--- src/shared/pmic_flags_pkg.sv ---
// Shared constants for the power controller status and flag registers
`default_nettype none
package pmic_flags_pkg;

   // ==========================================================
   // Serial bus
   localparam logic [6:0] DEVICE_ADDR      = 7'h24;

   // ==========================================================
   // Register subaddresses
   localparam logic [7:0] PMIC_STATUS_ADDR = 8'h05;
   localparam logic [7:0] POWER_CTRL_ADDR  = 8'h06;
   localparam logic [7:0] RESUME_FLAG_ADDR = 8'h07;

   // ==========================================================
   // Reset values and the read value of unmapped subaddresses
   localparam logic [7:0] POWER_CTRL_RST   = 8'h00;
   localparam logic [7:0] RESUME_FLAG_RST  = 8'h00;
   localparam logic [1:0] COIN_LEVEL_RST   = 2'h0;
   localparam logic [7:0] READ_ZERO        = 8'h00;

   // ==========================================================
   // Field positions
   localparam int SEAL_BIT      = 7;
   localparam int NVM_BIT       = 6;
   localparam int ADAPTER_BIT   = 5;
   localparam int BUTTON_BIT    = 4;
   localparam int PSTATE_LSB    = 2;
   localparam int COIN_LSB      = 0;
   localparam int PF_SHDN_BIT   = 1;
   localparam int COIN_ACQ_BIT  = 0;

   // ==========================================================
   // Power state codes
   localparam logic [1:0] PSTATE_TRANSITION = 2'h0;
   localparam logic [1:0] PSTATE_WAIT_EN    = 2'h1;
   localparam logic [1:0] PSTATE_ACTIVE     = 2'h2;
   localparam logic [1:0] PSTATE_SUSPEND    = 2'h3;

   // ==========================================================
   // Serial slave states
   typedef enum logic [8:0] {
      ST_IDLE      = 9'b000000001,
      ST_ADDR      = 9'b000000010,
      ST_ADDR_ACK  = 9'b000000100,
      ST_SUB       = 9'b000001000,
      ST_SUB_ACK   = 9'b000010000,
      ST_WDATA     = 9'b000100000,
      ST_WDATA_ACK = 9'b001000000,
      ST_RDATA     = 9'b010000000,
      ST_MACK      = 9'b100000000
   } bus_state_e;

endpackage
`default_nettype wire

--- src/hdl/level_sync.sv ---
// Two-stage synchroniser for slow asynchronous levels
`timescale 1ns/1ps
`default_nettype none
module level_sync #(
   parameter int WIDTH = 1
) (
   // Clock and reset
   input  wire logic             clock_i,
   input  wire logic             rst_i,
   // Levels
   input  wire logic [WIDTH-1:0] async_i,
   output logic      [WIDTH-1:0] sync_o
);
   logic [WIDTH-1:0] meta_q;
   logic [WIDTH-1:0] meta_d;
   logic [WIDTH-1:0] sync_q;
   logic [WIDTH-1:0] sync_d;

   // ==========================================================
   // First stage feeds only the second
   always_comb begin
      meta_d = async_i;
      sync_d = meta_q;
   end

   always_ff @(posedge clock_i) begin
      if (rst_i) begin
         meta_q <= '0;
         sync_q <= '0;
      end else begin
         meta_q <= meta_d;
         sync_q <= sync_d;
      end
   end

   assign sync_o = sync_q;
endmodule // level_sync
`default_nettype wire

--- src/hdl/pmic_status_control_flags.sv ---
// Status, control and resume-flag registers behind the serial register bus
`timescale 1ns/1ps
`default_nettype none
module pmic_status_control_flags
   import pmic_flags_pkg::*;
(
   // Clock and reset
   input  wire logic       clock_i,
   input  wire logic       rst_i,
   // Serial register bus
   input  wire logic       scl_i,
   input  wire logic       sda_i,
   output logic            sda_o,
   output logic            sda_oe_o,
   // Nonvolatile state
   input  wire logic       factory_seal_broken_i,
   input  wire logic       nvm_changed_i,
   // Pins
   input  wire logic       adapter_detect_pin_n_i,
   input  wire logic       push_button_pin_n_i,
   input  wire logic       power_fail_out_n_i,
   // Power sequencer
   input  wire logic [1:0] power_state_i,
   input  wire logic       power_up_i,
   input  wire logic       from_suspend_i,
   input  wire logic [7:0] suspend_enables_i,
   output logic            shutdown_all_o,
   // Coin-cell converter
   input  wire logic       coin_cell_done_i,
   input  wire logic [1:0] coin_cell_result_i,
   output logic            coin_cell_acquire_o
);
   // ==========================================================
   // Declarations
   bus_state_e state_q, state_d;
   logic [2:0] cnt_q, cnt_d;
   logic [7:0] shift_q, shift_d;
   logic [7:0] ptr_q, ptr_d;
   logic       rw_q, rw_d;
   logic       drv_q, drv_d;
   logic       oe_q, oe_d;
   logic       mack_q, mack_d;
   logic       scl_q, sda_q;
   logic       rise, fall, start, stop;
   logic       load_tx;
   logic       wr_en;
   logic [7:0] rd_data;
   logic       seal_q, seal_d, nvm_q, nvm_d;
   logic       pf_shdn_q, pf_shdn_d;
   logic       acq_q, acq_d;
   logic       acq_pulse_q, acq_pulse_d;
   logic       shdn_q, shdn_d;
   logic [1:0] coin_q, coin_d;
   logic [7:0] flags_q, flags_d;
   logic       adapter_level, button_level;

   // ==========================================================
   // Pin synchronisers
   level_sync #(.WIDTH(1)) u_adapter_sync (
      .clock_i (clock_i),
      .rst_i   (rst_i),
      .async_i (~adapter_detect_pin_n_i),
      .sync_o  (adapter_level)
   );
   level_sync #(.WIDTH(1)) u_button_sync (
      .clock_i (clock_i),
      .rst_i   (rst_i),
      .async_i (~push_button_pin_n_i),
      .sync_o  (button_level)
   );

   // ==========================================================
   // Bus line events
   assign rise  = scl_i & ~scl_q;
   assign fall  = ~scl_i & scl_q;
   assign start = scl_i & scl_q & sda_q & ~sda_i;
   assign stop  = scl_i & scl_q & ~sda_q & sda_i;

   // ==========================================================
   // Read mux; unmapped subaddresses read zero
   always_comb begin
      case (ptr_q)
         PMIC_STATUS_ADDR: rd_data = {seal_q, nvm_q, adapter_level, button_level,
                                      power_state_i, coin_q};
         POWER_CTRL_ADDR:  rd_data = {6'h00, pf_shdn_q, acq_q};
         RESUME_FLAG_ADDR: rd_data = flags_q;
         default:          rd_data = READ_ZERO;
      endcase
   end

   // ==========================================================
   // Serial slave
   always_comb begin
      state_d = state_q;
      cnt_d   = cnt_q;
      shift_d = shift_q;
      ptr_d   = ptr_q;
      rw_d    = rw_q;
      drv_d   = drv_q;
      oe_d    = oe_q;
      mack_d  = mack_q;
      load_tx = 1'b0;
      wr_en   = 1'b0;
      if (start) begin
         state_d = ST_ADDR;
         cnt_d   = 3'h0;
         drv_d   = 1'b0;
         oe_d    = 1'b0;
      end else if (stop) begin
         state_d = ST_IDLE;
         drv_d   = 1'b0;
         oe_d    = 1'b0;
      end else begin
         case (state_q)
            ST_ADDR, ST_SUB, ST_WDATA: begin
               if (rise) begin
                  shift_d = {shift_q[6:0], sda_i};
                  cnt_d   = cnt_q + 3'h1;
                  if (cnt_q == 3'h7) begin
                     if (state_q == ST_ADDR) begin
                        rw_d    = shift_d[0];
                        // Other addresses get no acknowledge
                        state_d = (shift_d[7:1] == DEVICE_ADDR) ? ST_ADDR_ACK : ST_IDLE;
                     end else if (state_q == ST_SUB) begin
                        ptr_d   = shift_d;
                        state_d = ST_SUB_ACK;
                     end else begin
                        wr_en   = 1'b1;
                        ptr_d   = ptr_q + 8'h01;
                        state_d = ST_WDATA_ACK;
                     end
                  end
               end
            end
            ST_ADDR_ACK, ST_SUB_ACK, ST_WDATA_ACK: begin
               if (fall) begin
                  if (!drv_q) begin
                     drv_d = 1'b1;
                     oe_d  = 1'b1;
                  end else begin
                     drv_d = 1'b0;
                     oe_d  = 1'b0;
                     cnt_d = 3'h0;
                     if (state_q == ST_ADDR_ACK && rw_q) begin
                        load_tx = 1'b1;
                     end else if (state_q == ST_ADDR_ACK) begin
                        state_d = ST_SUB;
                     end else begin
                        state_d = ST_WDATA;
                     end
                  end
               end
            end
            ST_RDATA: begin
               if (fall) begin
                  if (cnt_q == 3'h7) begin
                     oe_d    = 1'b0;
                     state_d = ST_MACK;
                  end else begin
                     shift_d = {shift_q[6:0], 1'b0};
                     oe_d    = ~shift_q[6];
                     cnt_d   = cnt_q + 3'h1;
                  end
               end
            end
            ST_MACK: begin
               if (rise) begin
                  mack_d = ~sda_i;
               end
               if (fall) begin
                  cnt_d = 3'h0;
                  if (mack_q) begin
                     load_tx = 1'b1;
                  end else begin
                     state_d = ST_IDLE;
                  end
               end
            end
            default: begin
               state_d = ST_IDLE;
               oe_d    = 1'b0;
            end
         endcase
      end
      // Pointer auto-increments so block reads walk the map
      if (load_tx) begin
         shift_d = rd_data;
         oe_d    = ~rd_data[7];
         ptr_d   = ptr_q + 8'h01;
         state_d = ST_RDATA;
      end
   end

   always_ff @(posedge clock_i) begin
      if (rst_i) begin
         state_q <= ST_IDLE;
         cnt_q   <= 3'h0;
         shift_q <= 8'h00;
         ptr_q   <= 8'h00;
         rw_q    <= 1'b0;
         drv_q   <= 1'b0;
         oe_q    <= 1'b0;
         mack_q  <= 1'b0;
         scl_q   <= 1'b1;
         sda_q   <= 1'b1;
      end else begin
         state_q <= state_d;
         cnt_q   <= cnt_d;
         shift_q <= shift_d;
         ptr_q   <= ptr_d;
         rw_q    <= rw_d;
         drv_q   <= drv_d;
         oe_q    <= oe_d;
         mack_q  <= mack_d;
         scl_q   <= scl_i;
         sda_q   <= sda_i;
      end
   end

   // ==========================================================
   // Register group
   always_comb begin
      seal_d      = factory_seal_broken_i;
      nvm_d       = nvm_changed_i;
      pf_shdn_d   = pf_shdn_q;
      acq_d       = acq_q & ~coin_cell_done_i;
      acq_pulse_d = 1'b0;
      coin_d      = coin_cell_done_i ? coin_cell_result_i : coin_q;
      flags_d     = flags_q;
      // Status and flag writes fall through untouched
      if (wr_en && ptr_q == POWER_CTRL_ADDR) begin
         pf_shdn_d = shift_d[PF_SHDN_BIT];
         if (shift_d[COIN_ACQ_BIT]) begin
            acq_d       = 1'b1;
            acq_pulse_d = ~acq_q;
         end
      end
      if (power_up_i) begin
         flags_d = from_suspend_i ? suspend_enables_i : RESUME_FLAG_RST;
      end
      // Level request, held while the fail condition lasts
      shdn_d = pf_shdn_q & ~power_fail_out_n_i;
   end

   always_ff @(posedge clock_i) begin
      if (rst_i) begin
         seal_q      <= 1'b0;
         nvm_q       <= 1'b0;
         pf_shdn_q   <= POWER_CTRL_RST[PF_SHDN_BIT];
         acq_q       <= POWER_CTRL_RST[COIN_ACQ_BIT];
         acq_pulse_q <= 1'b0;
         shdn_q      <= 1'b0;
         coin_q      <= COIN_LEVEL_RST;
         flags_q     <= RESUME_FLAG_RST;
      end else begin
         seal_q      <= seal_d;
         nvm_q       <= nvm_d;
         pf_shdn_q   <= pf_shdn_d;
         acq_q       <= acq_d;
         acq_pulse_q <= acq_pulse_d;
         shdn_q      <= shdn_d;
         coin_q      <= coin_d;
         flags_q     <= flags_d;
      end
   end

   // ==========================================================
   // Outputs
   assign sda_o               = 1'b0;
   assign sda_oe_o            = oe_q;
   assign shutdown_all_o      = shdn_q;
   assign coin_cell_acquire_o = acq_pulse_q;
endmodule // pmic_status_control_flags
`default_nettype wire

--- config.mk ---
export PLATFORM = sky130hd
export DESIGN_NAME = pmic_status_control_flags
export DESIGN_NICKNAME = d
export VERILOG_FILES = /design/src/shared/pmic_flags_pkg.sv /design/src/hdl/level_sync.sv /design/src/hdl/pmic_status_control_flags.sv
export SDC_FILE = /design/constraint.sdc
export NUM_CORES = 1
export LEC_CHECK = 0
export ABC_AREA = 1
export BUFFER_PORTS_ARGS = -buffer_cell sky130_fd_sc_hd__buf_4
export CAP_MARGIN = 5
export CORE_UTILIZATION = 45
export DETAILED_ROUTE_END_ITERATION = 16
export SKIP_LAST_GASP = 1
export SYNTH_ARGS = -nofsm -noshare
export SYNTH_HDL_FRONTEND = slang
export SYNTH_SLANG_ARGS = --single-unit
--- constraint.sdc ---
create_clock -name clock_i -period 5.45 [get_ports clock_i]
set_clock_uncertainty 0.2 [all_clocks]
set_input_delay 1.09 -clock clock_i [delete_from_list [all_inputs] [get_ports clock_i]]
set_output_delay 1.09 -clock clock_i [all_outputs]
set_load 0.02 [all_outputs]
==> results.py, run 1 <==
metrics = {
    "outcome": {
        "run_status": "finished clean",
    },
    "sta": {
        "rsz0062_at_grt": "no",
        "min_period_over_period_pct": 45.9,
        "fin_crit_ns": 2.50,
        "setup_viol": 0,
        "setup_tns_ns": 0,
        "whs_ns": 0.205,
        "worstMarginPinSlew_ns": 0.655,
        "maxSlewViolCount": 0,
        "finalHoldViolCount": 0,
        "relSlewSlack_pct": 56.3,
        "fmax_mhz": 400,
    },
    "synth": {
        "syn_nets": 480,
        "syn_avg_cell_area_um2": 6.64,
        "synth_top_family_by_area": "simple AND/OR/NAND/NOR gates",
        "ys_seq_elements": 53,
        "synth_xor_area_share_pct": 1.46,
        "synthMuxAreaShare_pct": 0,
        "async_reset_ff_share_pct": 0,
        "synth_compound_area_share_pct": 16.1,
        "synth_fa_ha_area_share_pct": 2.09,
        "yosysWarnings": 0,
        "ys_seq_area_share_pct": 35.4,
        "synth_edf_count": 0,
        "synth_cell_types": 37,
        "synthCells": 451,
        "synth-simple-area-share_pct": 35.3,
        "synthTopCellsByArea": "dfxtp_1, nand2_1, nor2_1",
        "synth_top_cell_by_area": "dfxtp_1",
        "yosys_most_used_dff": "dfxtp_1",
        "netlist_area_um2": 3000,
        "synth_top_area_share_pct": 35.4,
    },
    "placement": {
        "place_inst": 546,
        "gp_congestion": 0.894,
        "post-dp-hpwl_um": 5740,
        "port-buffer-count": 26,
    },
    "power_and_ir_drop": {
        "p_per_area_nw_per_um2": 206,
        "p_leak_nw": 1.45,
        "ir_worst_vdd_uv": 163,
    },
    "route": {
        "vias_per_cell": 5.20,
        "postRouteAntennaNets": 0,
        "routedWlPerCell_um": 13.4,
        "route.detailed.drc": 0,
        "dr_total_vias": 2879,
        "routed_wl_um": 7420,
        "firstDrtPassIters": 4,
        "drtIter0Drc": 194,
    },
    "global_routing": {
        "antenna_found_initial": 0,
        "grtUsageTotal_pct": 22.5,
        "grt_pass1_wl_um": 12700,
        "grt_pass1_vias": 2665,
        "grt_max_degree": 29,
        "grt.overflow.total": 0,
    },
    "clock_network": {
        "insertion_delay_ns": 0.31,
        "clockBufferDepth": 2,
        "cts_tree": "yes",
        "root_buffer": "clkbuf_8",
        "clk_pin_slew_ns": 0.10,
        "post_cts_buffers": 0,
        "h-tree-depth": 2,
        "cts.sinks": 53,
        "cts_buffers": 5,
        "hold_buffers": 0,
        "cts.repair.resized": 0,
    },
    "floorplan": {
        "die-width_um": 83.6,
        "die_y_um": 83.6,
        "io_pins": 28,
        "start_util_pct": 46.9,
        "die-area_um2": 6990,
        "rows": 29,
        "core_um2": 6390,
    },
    "worst_setup_path": {
        "cp_common_cell": "nand2_1",
        "cp.required_ns": 5.45,
        "slowest_stage": "nor2_1",
        "slowest_delay_ns": 0.30,
        "start_kind": "input pin",
        "worstPathCellList": "buf_4 -> nor2_1 -> inv_1 -> nand2_1 -> nand4_1 -> nor2_1 -> nand2_1 -> inv_2 -> nand2_1 -> nand2_1 -> nor2_1",
        "crit_path_end_kind": "flip-flop",
        "critPathArrivalTime_ns": 2.50,
        "worst-setup-path-type": "in2reg",
        "cp_max_fo": 7,
    },
    "final_layout": {
        "drive_above_1_share_pct": 15.3,
        "mostFrequentLayoutCells": "nand2_1, nor2_1, inv_1, dfxtp_1",
        "syn2layout_area_growth_pct": 11.9,
        "fill_cells": 661,
        "num_antenna_cells": 0,
        "nets": 505,
        "fin_cells": 554,
        "final_common_cell": "nand2_1",
    },
    "min_path": {
        "min_path_type": "reg2reg",
    },
    "flow_run": {
        "cap_viol_max_count": 0,
    },
}
[through the flow]
step / area (um2) / power, mW / utilization [%] / setup slack, ns
global route: 3350 / 0.718 / 52.5 / 2.71
global placement: 3250 / 0.458 / 50.9 / 2.73
floorplan: 3000 / 0.437 / - / 3.01
CTS: 3350 / 0.696 / 52.5 / 2.97
detailed placement: 3250 / 0.458 / 50.9 / 2.64
finish: 3350 / 0.690 / 52.5 / 2.95
[report_power, final]
group	internal [mW]	switching [mW]
clock network	0.105	0.135
registers	0.394	0.00342
logic	0.0211	0.0308
[critical path: cells and delay by family]
kind,cells,cell delay (ns)
and+or+nand+nor,8,0.96
buffers and inverters,3,0.46
[layout make-up]
type / count / area, um2 / area share [%]
inverter: 66 / 250 / 7.47
clock buffer: 6 / 82.6 / 2.46
tap: 77 / 96.3 / 2.87
sequential: 53 / 1060 / 31.7
clock inverter: 2 / 16.3 / 0.485
multi-input combinational: 324 / 1650 / 49.2
timing repair buffer: 26 / 195 / 5.82
[flip-flops by register name (all words and copies together) (netlist names), 2 cells and up]
register	cells
ptr_q	8
flags_q	8
cnt_q	3
coin_q	2
state_q	9
shift_q	7
[path summary, 6_finish.rpt]
path | endpoint | slack, ns | startpoint | cells past startpoint
setup / recovery | state_q[8]$_SDFFE_PP0P_ | 2.95 | scl_i | 11
hold / removal | u_button_sync.sync_o$_SDFF_PP0_ | 0.21 | u_button_sync.meta_q$_SDFF_PP0_ | 2
setup reg to reg | state_q[8]$_SDFFE_PP0P_ | 3.13 | state_q[7]$_SDFFE_PP0P_ | 13
hold reg to reg | u_button_sync.sync_o$_SDFF_PP0_ | 0.21 | u_button_sync.meta_q$_SDFF_PP0_ | 2
[synthesized netlist by cell type, drive strengths merged, types with 3 or more instances]
library cell and n:
buf 3, nor2 72, nor4 3, o22ai 3, o211ai 4, a31oi 3, nand3 34, xor2 3
o21ai 38, a21oi 31, clkbuf 5, nand2 90, or2 8, ha 5, nand4 8, dfxtp 53
nor3 12, inv 65
[metal layers]
layer | GRT usage, % | vias up | wire length (um)
met2 | 36.7 | 74 | 3340
li1 | - | 1516 | -
met1 | 31.4 | 1281 | 3610
met3 | 3.56 | 8 | 384
met4 | 5.08 | 0 | 85
met5 | 0 | - | 0
[logic make-up after synthesis]
| group | count (synthesis) |
|---|---|
| XOR/XNOR | 5 |
| flip-flops | 53 |
| AO/OA/AOI/OAI | 86 |
| adder cells (fa/ha/maj) | 5 |
| AND/OR/NAND/NOR | 227 |
| other | 1 |
| buffers and inverters | 74 |
Note: power is estimated with default switching activity, not from simulation.
==> run 2, diff against run 1 <==
clock period = 2.51 ns   (was 5.45 ns; I/O delays follow)
==> run 2 against run 1 <==
  * Sequential power rose by 120%
  * Global-route usage shrank 0.42 points
  * Critical path depth stayed put
  * Clock-buffer cell count unchanged
  * Critical endpoint unchanged
  * Highest routed layer unchanged
==> results.py, run 2 (synthesis gave the netlist of run 1 again) <==
metrics = {
    "global_routing": {
        "grt.overflow.total": 0,
        "antenna_found_initial": 0,
        "grt_pass1_vias": 2657,
        "grt_max_degree": 20,
        "grtUsageTotal_pct": 22.1,
        "grt_pass1_wl_um": 12500,
    },
    "placement": {
        "post-dp-hpwl_um": 5800,
        "gp_congestion": 0.899,
        "port-buffer-count": 26,
        "place_inst": 549,
    },
    "floorplan": {
        "core_um2": 6390,
        "die-width_um": 83.6,
        "io_pins": 28,
        "rows": 29,
        "start_util_pct": 46.9,
        "die-area_um2": 6990,
        "die_y_um": 83.6,
    },
    "clock_network": {
        "insertion_delay_ns": 0.31,
        "root_buffer": "clkbuf_8",
        "cts_tree": "yes",
        "h-tree-depth": 2,
        "hold_buffers": 0,
        "cts.sinks": 53,
        "clk_pin_slew_ns": 0.10,
        "clockBufferDepth": 2,
        "cts.repair.resized": 0,
        "post_cts_buffers": 0,
        "cts_buffers": 5,
    },
    "route": {
        "postRouteAntennaNets": 0,
        "routedWlPerCell_um": 13.3,
        "route.detailed.drc": 0,
        "wl_met1_um": 3580,
        "vias_per_cell": 5.30,
        "dr_total_vias": 2950,
        "dr_wl_met2_um": 3330,
        "highest_layer": "met4",
        "routed_wl_um": 7410,
        "dr_wl_met3_um": 379,
        "drtIter0Drc": 132,
        "firstDrtPassIters": 5,
    },
    "final_layout": {
        "syn2layout_area_growth_pct": 13.0,
        "num_antenna_cells": 0,
        "regMostFlops": "state_q",
        "largest_register_ffs": 9,
        "drive_above_1_share_pct": 15.6,
        "fill_cells": 661,
        "nets": 508,
        "top_regs": "state_q (9), flags_q (8), ptr_q (8)",
        "fin_cells": 557,
        "final_common_cell": "nand2_1",
        "mostFrequentLayoutCells": "nand2_1, nor2_1, inv_1, dfxtp_1",
    },
    "sta": {
        "fmax_mhz": 468,
        "finalHoldViolCount": 0,
        "maxSlewViolCount": 0,
        "worstMarginPinSlew_ns": 0.623,
        "setup_tns_ns": 0,
        "setup_viol": 0,
        "relSlewSlack_pct": 58.4,
        "rsz0062_at_grt": "no",
        "min_period_over_period_pct": 85.1,
        "fin_crit_ns": 2.14,
    },
    "flow_run": {
        "cap_viol_max_count": 0,
    },
    "worst_setup_path": {
        "worstPathCellList": "ha_1 -> ha_1 -> clkinv_1 -> nand2_1 -> nand4_1 -> nor2_1 -> nand2_1 -> inv_2 -> nand2_1 -> nand2_1 -> nor2_1",
        "crit_path_end_kind": "flip-flop",
        "worst-setup-path-type": "reg2reg",
        "slowest_stage": "dfxtp_1",
        "cp_common_cell": "nand2_1",
        "cp.required_ns": 2.52,
        "start_kind": "flip-flop",
        "slowest_delay_ns": 0.36,
        "cp_max_fo": 9,
        "critPathArrivalTime_ns": 2.15,
    },
    "power_and_ir_drop": {
        "power_mw": 1.58,
        "p_per_area_nw_per_um2": 465,
        "p_leak_nw": 1.47,
        "ir_worst_vdd_uv": 338,
    },
    "min_path": {
        "min_path_type": "in2reg",
    },
    "outcome": {
        "run_status": "finished clean",
    },
}
run 2: final timing paths:
| path | from | cells after the start | slack [ns] | to |
|---|---|---|---|---|
| max reg2reg | cnt_q[0]$_SDFFE_PP0P_ | 11 | 0.37 | state_q[8]$_SDFFE_PP0P_ |
| min reg2reg | u_button_sync.meta_q$_SDFF_PP0_ | 2 | 0.21 | u_button_sync.sync_o$_SDFF_PP0_ |
| max | cnt_q[0]$_SDFFE_PP0P_ | 11 | 0.37 | state_q[8]$_SDFFE_PP0P_ |
| min | adapter_detect_pin_n_i | 2 | 0.12 | u_adapter_sync.meta_q$_SDFF_PP0_ |
run 2: area by class of cell:
| type | instances | area (um2) | area share [%] |
|---|---|---|---|
| flip-flops and latches | 53 | 1060 | 31.3 |
| repair buffers | 29 | 218 | 6.43 |
| clock buffers | 6 | 72.6 | 2.14 |
| well taps | 77 | 96.3 | 2.84 |
| clock inverters | 2 | 38.8 | 1.15 |
| multi-input cells | 324 | 1650 | 48.7 |
| inverters | 66 | 250 | 7.39 |
run 2: where the power goes:
group	internal [mW]	switching [mW]	leakage [nW]
sequential	0.856	0.00773	0.430
clock	0.300	0.300	0.0554
combinational	0.0468	0.0651	0.984
run 2: stage by stage:
step	hold WS, ns	utilization (%)	setup WS [ns]	instance area, um2
after global routing	0.101	53.0	0.0666	3390
after floorplan	0.188	-	0.653	3000
after global placement	0.191	51.3	0.345	3280
after CTS	0.117	53.0	0.355	3390
final	0.118	53.0	0.374	3390
after detailed placement	0.192	51.3	0.323	3280
run 2: worst max-delay path, delay by kind of cell (launching register included):
family        cells  cell delay [ns]
simple gates      7             0.66
flops             1             0.36
buf+inv           2             0.40
fa+ha+maj         2             0.40
run 2: routing by layer:
| layer | up-vias | track usage (%) |
|---|---|---|
| met5 | - | 0 |
| met4 | 0 | 6.63 |
| met3 | 13 | 2.97 |
| met2 | 101 | 35.3 |
| met1 | 1316 | 31.1 |
| li1 | 1520 | - |
